### config.mk
export PLATFORM = sky130hd
export DESIGN_NAME = iis_intr_status
export DESIGN_NICKNAME = d
export VERILOG_FILES = /design/src/iis_pkg.sv /design/src/iis_enable_ctl.sv /design/src/iis_intr_status.sv /design/src/iis_txf_level.sv
export VERILOG_INCLUDE_DIRS = /design/src
export SDC_FILE = /design/constraint.sdc
export NUM_CORES = 1
export LEC_CHECK = 0
export BUFFER_PORTS_ARGS = -buffer_cell sky130_fd_sc_hd__buf_2
export CORE_MARGIN = 5
export CORE_UTILIZATION = 41
export CTS_CLUSTER_DIAMETER = 60
export DETAILED_ROUTE_END_ITERATION = 8
export GPL_ROUTABILITY_DRIVEN = 0
export PLACE_DENSITY_LB_ADDON = 0.3
export SLEW_MARGIN = 25
export SYNTH_ARGS = -nofsm -noshare
export SYNTH_HDL_FRONTEND = slang
export SYNTH_HIERARCHICAL = 1
export SYNTH_SLANG_ARGS = --single-unit
### constraint.sdc
create_clock -name ref_clk -period 3.84 [get_ports ref_clk]
set_input_delay 0.576 -clock ref_clk [delete_from_list [all_inputs] [get_ports ref_clk]]
set_output_delay 0.576 -clock ref_clk [all_outputs]
set_load 0.03 [all_outputs]
### src/iis_cfg.svh
`ifndef IIS_CFG_SVH
`define IIS_CFG_SVH

// Register byte address of the masked status register
`define IIS_STAT_ADDR 32'h5000_132C
// Status bit positions
`define IIS_B_GEN_CALL 11
`define IIS_B_START 10
`define IIS_B_STOP 9
`define IIS_B_ACTIVITY 8
`define IIS_B_TX_DONE 7
`define IIS_B_TX_ABORT 6
`define IIS_B_RD_REQ 5
`define IIS_B_TX_EMPTY 4
`define IIS_B_TX_OVER 3
// Reset values
`define IIS_STAT_RESET 16'h0000
`define IIS_FLAGS_RESET 9'h000
// Transmit FIFO geometry
`define IIS_TXF_DEPTH 32
`define IIS_TXF_LVL_W 6
`define IIS_TXF_FULL 6'h20
`define IIS_TXF_ZERO 6'h00
`define IIS_TXF_ONE 6'h01
`define IIS_ABRT_W 16
`define IIS_ABRT_RESET 16'h0000

`endif

### src/iis_pkg.sv
package iis_pkg;

  // Hardware events from the serial engine, one-cycle pulses
  typedef struct packed {
    logic gen_call_ack;
    logic start_seen;
    logic stop_seen;
    logic activity;
    logic slv_tx_nack;
    logic tx_abort;
    logic rd_req;
  } iis_evt_t;

  // Read strobes of the clear registers, one-cycle pulses
  typedef struct packed {
    logic gen_call;
    logic activity;
    logic all;
    logic tx_abort;
    logic rd_req;
  } iis_clr_t;

  // Flag register order, msb = bit 11 of the status word
  typedef struct packed {
    logic gen_call;
    logic start_seen;
    logic stop_seen;
    logic activity;
    logic tx_done;
    logic tx_abort;
    logic rd_req;
    logic tx_empty;
    logic tx_over;
  } iis_flags_t;

  typedef enum logic [1:0] {
    IIS_RUN = 2'b00,
    IIS_DRAIN = 2'b01,
    IIS_OFF = 2'b11
  } iis_en_state_t;

endpackage

### src/iis_enable_ctl.sv
`timescale 1ns/10ps
`include "iis_cfg.svh"

// Tracks the internal enable: it only falls once the state machines are idle
module iis_enable_ctl
  import iis_pkg::*;
(
  input wire logic ref_clk, // Clock
  input wire logic rstn, // Synchronous reset, active low
  input wire logic enable_bit, // Bit 0 of the enable register
  input wire logic fsm_active, // Master or slave machine busy
  output logic internal_enable_state // Internal enable
);

  iis_en_state_t state_reg;
  iis_en_state_t state_next;

  always_comb
  begin
    state_next = state_reg;
    case (state_reg)
      IIS_RUN:
        if (!enable_bit)
          state_next = IIS_DRAIN;
      IIS_DRAIN:
        if (enable_bit)
          state_next = IIS_RUN;
        else if (!fsm_active)
          state_next = IIS_OFF;
      IIS_OFF:
        if (enable_bit)
          state_next = IIS_RUN;
      default:
        state_next = IIS_OFF;
    endcase
  end

  always_ff @(posedge ref_clk)
  begin
    if (!rstn)
      state_reg <= IIS_OFF;
    else
      state_reg <= state_next;
  end

  assign internal_enable_state = (state_reg != IIS_OFF);

endmodule

### src/iis_intr_status.sv
`timescale 1ns/10ps
`include "iis_cfg.svh"

module iis_intr_status
  import iis_pkg::*;
(
  input wire logic ref_clk, // Clock, 100 MHz
  input wire logic rstn, // Synchronous reset, active low
  input wire logic controller_enable_reg, // Enable register bit 0
  input wire logic fsm_active, // Master or slave machine busy
  input iis_evt_t evt, // Serial engine event pulses
  input wire logic [`IIS_ABRT_W-1:0] abort_cause_in, // Cause bits with the abort pulse
  input iis_clr_t clr_rd, // Clear register read strobes
  input wire logic data_command_port_wr, // Processor write to data port
  input wire logic [7:0] rx_byte, // Byte received from bus
  input wire logic rx_byte_valid, // Received byte strobe
  input wire logic txf_pop, // Serial engine takes a FIFO entry
  input wire logic [`IIS_TXF_LVL_W-1:0] transmit_threshold_reg, // Transmit threshold
  input wire logic [15:0] intr_mask, // Interrupt mask register
  input wire logic stat_rd, // Read strobe of status register
  output logic [15:0] masked_interrupt_status, // Status read data
  output logic [`IIS_ABRT_W-1:0] abort_cause_reg, // Abort cause register
  output logic txf_accept, // Data port write accepted
  output logic scl_hold_low, // Stretch SCL while high
  output logic [7:0] rxb_data, // Byte forwarded to receive buffer
  output logic rxb_push, // Receive buffer write strobe
  output logic intr_req // Combined interrupt request
);

  // ==========================================================
  // Enable tracking and FIFO level
  // ==========================================================
  logic internal_enable_state;
  logic [`IIS_TXF_LVL_W-1:0] txf_level;
  iis_flags_t flags_reg;
  iis_flags_t flags_next;
  logic abort_lock_reg;
  logic abort_lock_next;
  logic [`IIS_ABRT_W-1:0] cause_reg;
  logic [`IIS_ABRT_W-1:0] cause_next;
  logic [15:0] stat_reg;
  logic [7:0] rxb_data_reg;
  logic rxb_push_reg;
  logic gc_rx_reg;
  logic gc_rx_next;

  iis_enable_ctl u_en (
    .ref_clk(ref_clk),
    .rstn(rstn),
    .enable_bit(controller_enable_reg),
    .fsm_active(fsm_active),
    .internal_enable_state(internal_enable_state)
  );

  // Abort sets flush immediately so a racing write cannot slip in
  wire txf_flush = !controller_enable_reg || abort_lock_reg || evt.tx_abort;
  wire txf_full = (txf_level == `IIS_TXF_FULL);
  wire wr_ok = data_command_port_wr && !txf_flush && !txf_full;

  iis_txf_level u_lvl (
    .ref_clk(ref_clk),
    .rstn(rstn),
    .flush(txf_flush),
    .push(wr_ok),
    .pop(txf_pop),
    .level(txf_level)
  );

  assign txf_accept = wr_ok;

  // ==========================================================
  // Set and clear terms
  // ==========================================================
  // Disabling clears sticky flags except rd_req, and tx_over only once the internal enable is off; pending sets still win that cycle
  wire dis = !controller_enable_reg;
  wire ovr_evt = data_command_port_wr && txf_full && controller_enable_reg;

  // Level-style empty: threshold compare while enabled, activity while off
  wire empty_lvl = controller_enable_reg ? (txf_level <= transmit_threshold_reg) : fsm_active;

  always_comb
  begin
    flags_next = flags_reg;
    flags_next.gen_call = evt.gen_call_ack || (flags_reg.gen_call && !dis && !clr_rd.gen_call);
    flags_next.start_seen = evt.start_seen || (flags_reg.start_seen && !clr_rd.all && !dis);
    flags_next.stop_seen = evt.stop_seen || (flags_reg.stop_seen && !clr_rd.all && !dis);
    flags_next.activity = evt.activity ||
      (flags_reg.activity && !dis && !clr_rd.activity && !clr_rd.all);
    flags_next.tx_done = evt.slv_tx_nack || (flags_reg.tx_done && !clr_rd.all && !dis);
    flags_next.tx_abort = evt.tx_abort ||
      (flags_reg.tx_abort && !clr_rd.tx_abort && !clr_rd.all && !dis);
    flags_next.rd_req = evt.rd_req || (flags_reg.rd_req && !clr_rd.rd_req && !clr_rd.all);
    flags_next.tx_empty = empty_lvl;
    flags_next.tx_over = ovr_evt || (flags_reg.tx_over && internal_enable_state && !clr_rd.all);
  end

  // Lock stays until its own clear read or a clear-all read; a new abort re-arms it
  assign abort_lock_next = evt.tx_abort || (abort_lock_reg && !clr_rd.tx_abort && !clr_rd.all);
  assign cause_next = evt.tx_abort ? abort_cause_in :
                      (clr_rd.tx_abort || clr_rd.all) ? `IIS_ABRT_RESET : cause_reg;

  // General call data follows the acknowledge until the next STOP or START
  assign gc_rx_next = evt.gen_call_ack || (gc_rx_reg && !evt.stop_seen && !evt.start_seen);

  // ==========================================================
  // Registers
  // ==========================================================
  always_ff @(posedge ref_clk)
  begin
    if (!rstn)
    begin
      flags_reg <= `IIS_FLAGS_RESET;
      abort_lock_reg <= 1'b0;
      cause_reg <= `IIS_ABRT_RESET;
      gc_rx_reg <= 1'b0;
    end
    else
    begin
      flags_reg <= flags_next;
      abort_lock_reg <= abort_lock_next;
      cause_reg <= cause_next;
      gc_rx_reg <= gc_rx_next;
    end
  end

  always_ff @(posedge ref_clk)
  begin
    if (!rstn)
    begin
      rxb_data_reg <= 8'h00;
      rxb_push_reg <= 1'b0;
    end
    else
    begin
      rxb_data_reg <= rx_byte;
      rxb_push_reg <= rx_byte_valid && gc_rx_reg;
    end
  end

  // ==========================================================
  // Status word and outputs
  // ==========================================================
  wire [15:0] raw_word = {4'h0, flags_reg, 3'b000};
  wire [15:0] masked_word = raw_word & intr_mask;

  always_ff @(posedge ref_clk)
  begin
    if (!rstn)
      stat_reg <= `IIS_STAT_RESET;
    else
      stat_reg <= masked_word;
  end

  assign masked_interrupt_status = stat_reg;
  assign abort_cause_reg = cause_reg;
  assign scl_hold_low = flags_reg.rd_req;
  assign rxb_data = rxb_data_reg;
  assign rxb_push = rxb_push_reg;
  assign intr_req = |stat_reg;

endmodule

### src/iis_txf_level.sv
`timescale 1ns/10ps
`include "iis_cfg.svh"

// Transmit FIFO level counter; data storage lives in the datapath
module iis_txf_level
  import iis_pkg::*;
(
  input wire logic ref_clk, // Clock
  input wire logic rstn, // Synchronous reset, active low
  input wire logic flush, // Hold level at zero
  input wire logic push, // Accepted write
  input wire logic pop, // Entry consumed by serial engine
  output logic [`IIS_TXF_LVL_W-1:0] level // Current entries
);

  logic [`IIS_TXF_LVL_W-1:0] level_reg;
  logic [`IIS_TXF_LVL_W-1:0] level_next;
  wire do_pop = pop && (level_reg != `IIS_TXF_ZERO);
  wire do_push = push && (level_reg != `IIS_TXF_FULL);

  assign level_next = flush ? `IIS_TXF_ZERO :
                      (do_push && !do_pop) ? level_reg + `IIS_TXF_ONE :
                      (do_pop && !do_push) ? level_reg - `IIS_TXF_ONE : level_reg;

  always_ff @(posedge ref_clk)
  begin
    if (!rstn)
      level_reg <= `IIS_TXF_ZERO;
    else
      level_reg <= level_next;
  end

  assign level = level_reg;

endmodule
# After elaboration in Yosys (flattened, before gate mapping)
# Cells that the tools add are included.
dict set report totals {
  reg_bits 60
  input_bits 66
  word_cells 103
}
dict set report op_classes {
  n_addsub 2
  order_cmp 1
  n_eq_ne 8
  mux 10
  bitwise_logic 2
  n_reduce_logical 63
}
# operator n
set op_table {}
lappend op_table {{$mux 16} 2}
lappend op_table {{$logic_and 1x1->1} 31}
lappend op_table {{$and 12x16->16} 1}
lappend op_table {{$reduce_or 16->1} 1}
lappend op_table {{$logic_or 1x1->1} 13}
lappend op_table {{$logic_not 1->1} 12}
lappend op_table {{$mux 6} 2}
lappend op_table {{$mux 2} 4}
lappend op_table {{$add 6x1->6 const B} 1}
lappend op_table {{$eq 6x6->1 const B} 1}
lappend op_table {{$le 6x6->1} 1}
lappend op_table {{$ne 2x2->1 const B} 3}
lappend op_table {{$ne 6x6->1 const B} 1}
lappend op_table {{$pmux 2 s3} 1}
lappend op_table {{$reduce_bool 6->1} 1}
lappend op_table {{$sub 6x1->6 const B} 1}
lappend op_table {{$reduce_bool 2->1} 2}
lappend op_table {{$ne 3x3->1 const B} 1}
lappend op_table {{$reduce_and 3->1} 1}
lappend op_table {{$eq 2x1->1 const B} 1}
lappend op_table {{$eq 2x2->1 const B} 1}
lappend op_table {{$logic_not 2->1} 1}
lappend op_table {{$reduce_or 2->1} 1}
lappend op_table {{$mux 1} 1}
lappend op_table {{$not 1->1} 1}

# Depth between registers and ports, before layout
# Gate-level depths: netlist of run 1.
dict set report logic_depth {
  word_depth 11
  depth_mapped 11
}

# Modules after synthesis
# Netlist of run 1, hierarchy kept.
# mod instances cells_per_inst area_each_um2
set modules_own_cells {}
lappend modules_own_cells {iis_intr_status 1 171 1667.8}
lappend modules_own_cells {iis_txf_level 1 53 457.9}
lappend modules_own_cells {iis_enable_ctl 1 8 73.8}

# Worst setup path after synthesis of run 1
# OpenSTA, ideal clock, no wires.
dict set report synth_path {
  kind {input-to-reg}
  startpoint {in evt[1] (netlist bit)}
  endpoint {reg u_lvl.level_reg[4] (netlist: u_lvl/level[4])}
  setup_ns 0.127
  t_arrival_ns 3.209
  required_ns 3.713
  setup_slack_ns 0.504
  path_stages 11
  path_cell_list {buf_6 -> or3b_4 -> a211oi_2 -> a21boi_1 -> ha_1 -> inv_1 -> fa_1 -> a21o_1 -> a21oi_1 -> nor4_1 -> or3_1}
}
dict set report synth_between {
  elab_chain_len 8
}
# element line
set synth_lines {}
lappend synth_lines {{start: declaration} iis_intr_status.sv:11} ;# input iis_evt_t evt,
lappend synth_lines {{$logic_or 1x1->1 *} iis_intr_status.sv:56} ;# wire txf_flush = !controller_enable_reg || abort_lock_reg || evt.tx_abort;
lappend synth_lines {{via txf_flush} iis_intr_status.sv:56}
lappend synth_lines {{$logic_not 1->1 *} iis_intr_status.sv:58} ;# wire wr_ok = data_command_port_wr && !txf_flush && !txf_full;
lappend synth_lines {{$logic_and 1x1->1 * (2 in series)} iis_intr_status.sv:58}
lappend synth_lines {{via txf_accept} iis_intr_status.sv:23} ;# output logic txf_accept,
lappend synth_lines {{$logic_and 1x1->1 *} iis_txf_level.sv:19} ;# wire do_push = push && (level_reg != `IIS_TXF_FULL);
lappend synth_lines {{$logic_not 1->1} iis_txf_level.sv:23} ;# (do_pop && !do_push) ? level_reg - `IIS_TXF_ONE : level_reg;
lappend synth_lines {{$logic_and 1x1->1} iis_txf_level.sv:23}
lappend synth_lines {{$reduce_bool 2->1 (no line)} --}
lappend synth_lines {{end signal: assignment} iis_txf_level.sv:28} ;# level_reg <= `IIS_TXF_ZERO;
lappend synth_lines {{end signal: assignment} iis_txf_level.sv:30} ;# level_reg <= level_next;
lappend synth_lines {{end: declaration} iis_txf_level.sv:16} ;# logic [`IIS_TXF_LVL_W-1:0] level_reg;
# Mark *: on every way through the listed nets, which the timed path passes. The rest lies on a longest branch.
# A chain may end at the register's enable or synchronous reset.

# Worst setup path after layout of run 1
dict set report layout_path {
  startpoint {in evt[1] (netlist bit)}
  endpoint {reg u_lvl.level_reg[4] (netlist: u_lvl/level[4])}
}
dict set report layout_between {
  elab_chain_len 8
}
# element line
set layout_lines {}
lappend layout_lines {{$logic_or 1x1->1 *} iis_intr_status.sv:56}
lappend layout_lines {{via txf_flush} iis_intr_status.sv:56}
lappend layout_lines {{$logic_not 1->1} iis_intr_status.sv:58}
lappend layout_lines {{$logic_and 1x1->1 (2 in series)} iis_intr_status.sv:58}
lappend layout_lines {{$logic_and 1x1->1} iis_txf_level.sv:19}
lappend layout_lines {{$logic_not 1->1} iis_txf_level.sv:23}
lappend layout_lines {{$logic_and 1x1->1} iis_txf_level.sv:23}
lappend layout_lines {{$reduce_bool 2->1 (no line)} --}
# Marks and branches as above.

==> metrics, run 1 <==
fin cells=394; first-pass iteration count of the detailed router=5; multiplexer area fraction after synthesis=0.009101; Setup crit start kind=input pin; Sw Ratio=0.2712; Num CTS Buffers=5; Critical Path, Cell by Cell=buf_2 > or3b_4 > a211oi_2 > a21boi_1 > ha_1 > inv_1 > fa_1 > a21o_1 > a21oi_1 > nor4_1 > or3_1; average instance area after synthesis=about 9.5 um^2; Clock Path Buffers=2; Critical Path Source=evt[1]; CP required=4.03 ns; main combinational cell family by area after synthesis=simple AND/OR/NAND/NOR gates; Synth Flop Type=dfxtp_1; io pins=110; clock sink count=53; EDFF count, synth=0; met3 Track Usage GR=0.04356; post-synth top area share=0.4824; layout cells sized above 1=0.3302; Syn Std Cell Area=2200 um^2; clock network fraction of total power=0.301; Final Cycle Share=0.7825; reg2reg start=u_lvl/level[2]; Initial Util=0.4253; Post-DP Area=between 2000 and 3000 um^2; final WL=5.096 mm; Setup Viol. Count Final=0; Final TNS setup=0 ns; net switching power=~290 uW; Seq cells post-synth=between 50 and 60; root buf cell=clkbuf_8; actual slew at the worst max-slew pin=~0.63 ns; Tightest Hold Check Type=reg -> reg; Inst Count DP=slightly below 400; max reg flops=16; Tmin final=~3 ns; met1 Resource Use GR=0.1673; port buffer count=between 90 and 100; GRT Util Overall=0.1482; top-count cell post-synth=dfxtp_1; XOR/XNOR Fraction of Synth Area=0.01195; Post-Layout Inst Area=2769 um^2; Rel. slew slack=0.5757; pwr/cell area=just under 400 nW/um^2; peak supply drop=0.1432 mV; largest net degree at the start of global routing=28; # DRC=0; Synth top cells by count=53 x dfxtp_1, 38 x nor2_1, 16 x a22oi_1; Slowest-stage cell, CP=or3b_4; top cell type by total area after synthesis=dfxtp_1; H-tree depth=2; Seq/Total Area, Yosys=0.4824; Worst setup EP type=flip-flop; width of the die=approximately 83 um; GRT Max-Usage Layer=met2; Via Count=roughly 2000; clk slew on worst S/H paths=about 0.090 ns; Vias/cell=about 5.0; die span in y=83.25 um; global route overflow=0; CP max FO=20; Final nets=around 400; Crit Path Class=in -> reg; Post CTS Setup Buffer Count=0; post-route ant nets=0; Post-synth ARST share=0; reg2reg end=u_lvl/level[4]; Fmax achieved=roughly 330 MHz; synth top area cells=dfxtp_1 48%, nor2_1 6.5%, ha_1 6.3%; core area=5172 um^2; Die ar.=about 6900 um^2; Mapped Cells=between 200 and 250; Worst EP arrival=approximately 3.2 ns; unrepaired setup endpoints after global routing=no; ant diodes=0; fill count=484; Synth warnings=6; cts repair resizes=0; max cap viols=0; Layout Utilization=0.5353; Worst Reg-to-Reg Cells=9; Slew Limit Fails=0; initial DRC count=55; Synth Area in Compound Gates=0.1485; Setup Skew=~0.0062 ns; Layout area overhead=25.88%; cts-stage hold buffer count=0; Setup crit end=u_lvl/level[4]; WL/cell=12.93 um; Yosys cell types=48; combinational power share=0.155; Detail Placement HPWL=around 3.8 mm; Post-Synth Adder-Cell Area=0.07167; sequential share of power=0.544; M2 GR Usage=0.2507; Synth Area in Simple Gates=0.2019; initial antenna violation count=0; final hold vios=0; R2R Setup Slk=0.99 ns; outcome=completed; Worst path max stage delay=around 0.44 ns; vias in the first global route=just under 2000; first-pass GRT wire length=around 8.6 mm; leak pwr=1.422 nW; Rows=26; CTS tree=done; Int Pwr=782.3 uW; Worst-Skew Late Latency=0.30 ns
cell type report:
class	instances	area [um^2]	share of cell area
clock buffers	6	82.58	0.02982
clock inverters	2	13.76	0.004971
inverters	14	52.55	0.01898
multi-input cells	155	1001	0.3615
flip-flops and latches	53	1061	0.3832
well taps	70	87.58	0.03163
repair buffers	94	470.5	0.1699
stage by stage:
step	hold WS (ns)	total power [mW]	worst slack (ns)
after floorplan	0.4367	0.7091	0.5041
after global placement	0.4469	0.7601	0.5747
after detailed placement	0.4517	0.7632	0.5279
after CTS	0.4722	1.086	0.8520
after global routing	0.4763	1.129	0.6206
final	0.4669	1.073	0.8350
how the worst min path moves through the flow:
stage / startpoint / endpoint / slack (ns) / depth (start not counted)
floorplan: flags_reg[1] / masked_interrupt_status[4] / 0.44 / 1
global placement: flags_reg[1] / masked_interrupt_status[4] / 0.45 / 1
detailed placement: flags_reg[1] / masked_interrupt_status[4] / 0.45 / 1
CTS: rx_byte[1] / rxb_data[1] / 0.47 / 2
global route: rx_byte[6] / rxb_data[6] / 0.48 / 2
finish: flags_reg[1] / masked_interrupt_status[4] / 0.47 / 1
power groups by stage:
| stage | logic, mW | clock network [mW] | registers (mW) |
|---|---|---|---|
| after floorplan | 0.0824 | 0 | 0.627 |
| after global placement | 0.164 | 0 | 0.596 |
| after detailed placement | 0.167 | 0 | 0.597 |
| after CTS | 0.167 | 0.335 | 0.584 |
| after global routing | 0.184 | 0.358 | 0.587 |
| final | 0.166 | 0.323 | 0.584 |
critical path, delay by kind of cell:
kind / cells / cell delay [ns]
simple gates: 3 / 0.87
fa+ha+maj: 2 / 0.65
buf+inv: 2 / 0.37
compound gates: 4 / 0.74
cell families (layout without fill, tap and decap cells):
kind of cell             after synthesis  count (layout)
XOR/XNOR                               3               3
AO/OA/AOI/OAI                         46              46
buffers and inverters                 30             116
adder cells (fa/ha/maj)               12              12
flip-flops                            53              53
AND/OR/NAND/NOR                       85              85
multiplexers                           2               2
other                                  1               7
cells in the final DEF (no fill, tap or decap), types with 4 or more instances in the layout:
cell type | netlist | layout
buf_2 | 2 | 94
nor2_1 | 38 | 38
ha_1 | 11 | 11
and3_1 | 11 | 11
dfxtp_1 | 53 | 53
a22oi_1 | 16 | 16
nand2_1 | 5 | 5
nor4_1 | 4 | 4
nor2b_1 | 4 | 4
a21oi_1 | 10 | 10
conb_1 | 1 | 7
inv_1 | 13 | 13
clkbuf_8 | 0 | 6
a31oi_1 | 4 | 4
and2_1 | 8 | 8
per-layer routing:
metal / routed length, um / part of all wire
met1: 2203 / 0.43
met2: 2348 / 0.46
met3: 401 / 0.079
met4: 142 / 0.028
met5: 0 / 0
No activity file was read; power rests on OpenSTA's default activity.
==> run 2: changes to the inputs <==
clock period = 2.68 ns   (was 3.84 ns; I/O delays follow)
==> run 2 against run 1 <==
Net effect:
- clock power grew 32%
- design area is 4.7% higher
- sequential share of layout area decreased by 1.7 points
- via count rose by 1.3%
- combinational power is 52% higher
- power up 41%
- core utilization increased by 2.5 points
- wire length rose by 1.7%
- first-iteration DRC count rose by 9.1%
- die area stayed put
- sequential power increased by 43%
- flip-flop and latch count unchanged
==> metrics, run 2 (synthesis results as in run 1) <==
width of the die=83.25 um (unchanged); Vias/cell=4.851 (-2.4%); outcome=completed; first-pass GRT wire length=8.473 mm (-1.1%); Layout area overhead=31.85%; Detail Placement HPWL=4.001 mm (+5.6%); die span in y=83.25 um (unchanged); area occupied by multi-input gates=1032 um^2 (+3.1%); Clock Path Buffers=2 (unchanged); global route overflow=0 (unchanged); clk slew on worst S/H paths=0.09 ns (about the same); post-route ant nets=0 (unchanged); Worst setup EP type=flip-flop; register area=1061 um^2 (unchanged); H-tree depth=2 (unchanged); CTS tree=done; clock sink count=53 (unchanged); Worst Reg-to-Reg Cells=10 (+1); root buf cell=clkbuf_8; Worst EP arrival=2.79 ns (-0.41 ns); layout cells sized above 1=0.3776 (+0.04733); Final TNS setup=0 ns (unchanged); GRT Util Overall=0.1474 (-0.0008574); Hold Startpoint=rx_byte[5]; Worst-Skew Late Latency=0.29 ns (about the same); peak supply drop=0.3507 mV (+140%); Die ar.=6930 um^2 (unchanged); leak pwr=1.487 nW (+4.6%); vias in the first global route=1872 (-3.4%); port buffer count=94 (unchanged); Rows=26 (unchanged); actual slew at the worst max-slew pin=0.5963 ns (-0.03810 ns); max reg flops=16 (unchanged); Slowest-stage cell, CP=or3b_4; Setup Viol. Count Final=0 (unchanged); Final Cycle Share=0.9741; final hold vios=0 (unchanged); Via Count=1984 (+1.3%); pwr/cell area=521.7 nW/um^2 (+35%); Slew Limit Fails=0 (unchanged); cts-stage hold buffer count=0 (unchanged); initial DRC count=60 (+9.1%); commonest non-fill, non-tap cells in the layout=94 x buf_2, 53 x dfxtp_1, 37 x nor2_1; fill count=501 (+3.5%); Num CTS Buffers=5 (unchanged); Tmin final=2.611 ns; initial antenna violation count=0 (unchanged); Fmax achieved=~380 MHz; ant diodes=0 (unchanged); Crit Path Class=reg -> reg; Hold WS=0.3115 ns (-0.1554 ns); reg2reg end=u_lvl/level[4]; Rel. slew slack=0.6012 (+0.02549); most common cell after layout, fill and taps aside=buf_2; CP max FO=6 (-70%); Setup Skew=0.005406 ns (-0.0007874 ns); Tightest Hold Check Type=in -> reg; Worst path max stage delay=0.39 ns (-0.05 ns); Critical Path, Cell by Cell=or3b_4 > a211oi_4 > a21boi_2 > ha_2 > inv_2 > fa_2 > a21o_1 > a21oi_2 > nor4_1 > or3_1; final WL=5.181 mm (+1.7%); Final nets=416 (+3.7%); Setup crit start kind=flip-flop; max cap viols=0 (unchanged); Tot Pwr=1.513 mW (+41%); CP required=2.86 ns (-1.17 ns); io pins=110 (unchanged); first-pass iteration count of the detailed router=4 (-1); largest net degree at the start of global routing=28 (unchanged); WL/cell=12.67 um (-2.1%); R2R Setup Slk=0.07 ns (-0.92 ns); Initial Util=0.4253 (unchanged); WHS Path Cells=2 (+1); hold endpoint=rxb_data[5]; reg2reg start=abort_lock_reg; core area=5172 um^2 (unchanged); # DRC=0 (unchanged); Layout Utilization=0.5607 (+0.02540)
==> run 2: layout make-up <==
class	count	area share
Sequential cell	53	0.3658
Timing Repair Buffer	109	0.2010
Inverter	14	0.01812
Multi-Input combinational cell	155	0.3559
Tap cell	70	0.03020
Clock buffer	7	0.02632
Clock inverter	1	0.002588
==> run 2: worst max path at each step <==
| stage | start | end | slack [ns] | cells past startpoint |
|---|---|---|---|---|
| 6_report | abort_lock_reg | u_lvl/level[4] | 0.07 | 10 |
| 5_1_grt | u_lvl/level[0] | u_lvl/level[4] | -0.02 | 11 |
| 4_1_cts | u_lvl/level[3] | u_lvl/level[4] | 0.05 | 9 |
| 3_5_place_dp | evt[1] | u_lvl/level[4] | -0.17 | 11 |
| 3_3_place_gp | evt[1] | u_lvl/level[4] | -0.11 | 11 |
| 2_1_floorplan | evt[1] | u_lvl/level[4] | -0.30 | 11 |
==> run 2: stage by stage <==
step | worst slack [ns] | area, um^2 | instances
floorplan | -0.2999 | 2247 | 238
global placement | -0.1095 | 2803 | 400
detailed placement | -0.1743 | 2803 | 400
CTS | 0.04969 | 2887 | 408
global route | -0.01660 | 2900 | 409
finish | 0.06943 | 2900 | 409
==> run 2: what timing repair did <==
action | CTS | global route
buffers inserted | 0 | 1
gates resized for setup | 0 | 2
setup endpoints to repair | 0 | 1
==> run 2: critical path: cells and delay by family, from the launching register on <==
kind,cells,cell delay [ns]
buffers and inverters,1,0.08
adders and majority gates,2,0.54
DFF,1,0.32
AOI/OAI and AO/OA,4,0.74
and+or+nand+nor,3,0.81
==> run 2: where the power goes <==
group	switching, mW	internal (mW)	total, mW
sequential	0.0145	0.821	0.836
clock	0.240	0.185	0.425
combinational	0.152	0.101	0.253
total	0.406	1.11	1.51
==> run 2: layer usage <==
metal,GRT usage,routed length [um],vias up
met5,0,0,-
met4,0.04458,61,0
met3,0.04356,329,6
met2,0.2544,2490,73
met1,0.1757,2299,897
li1,-,-,1008
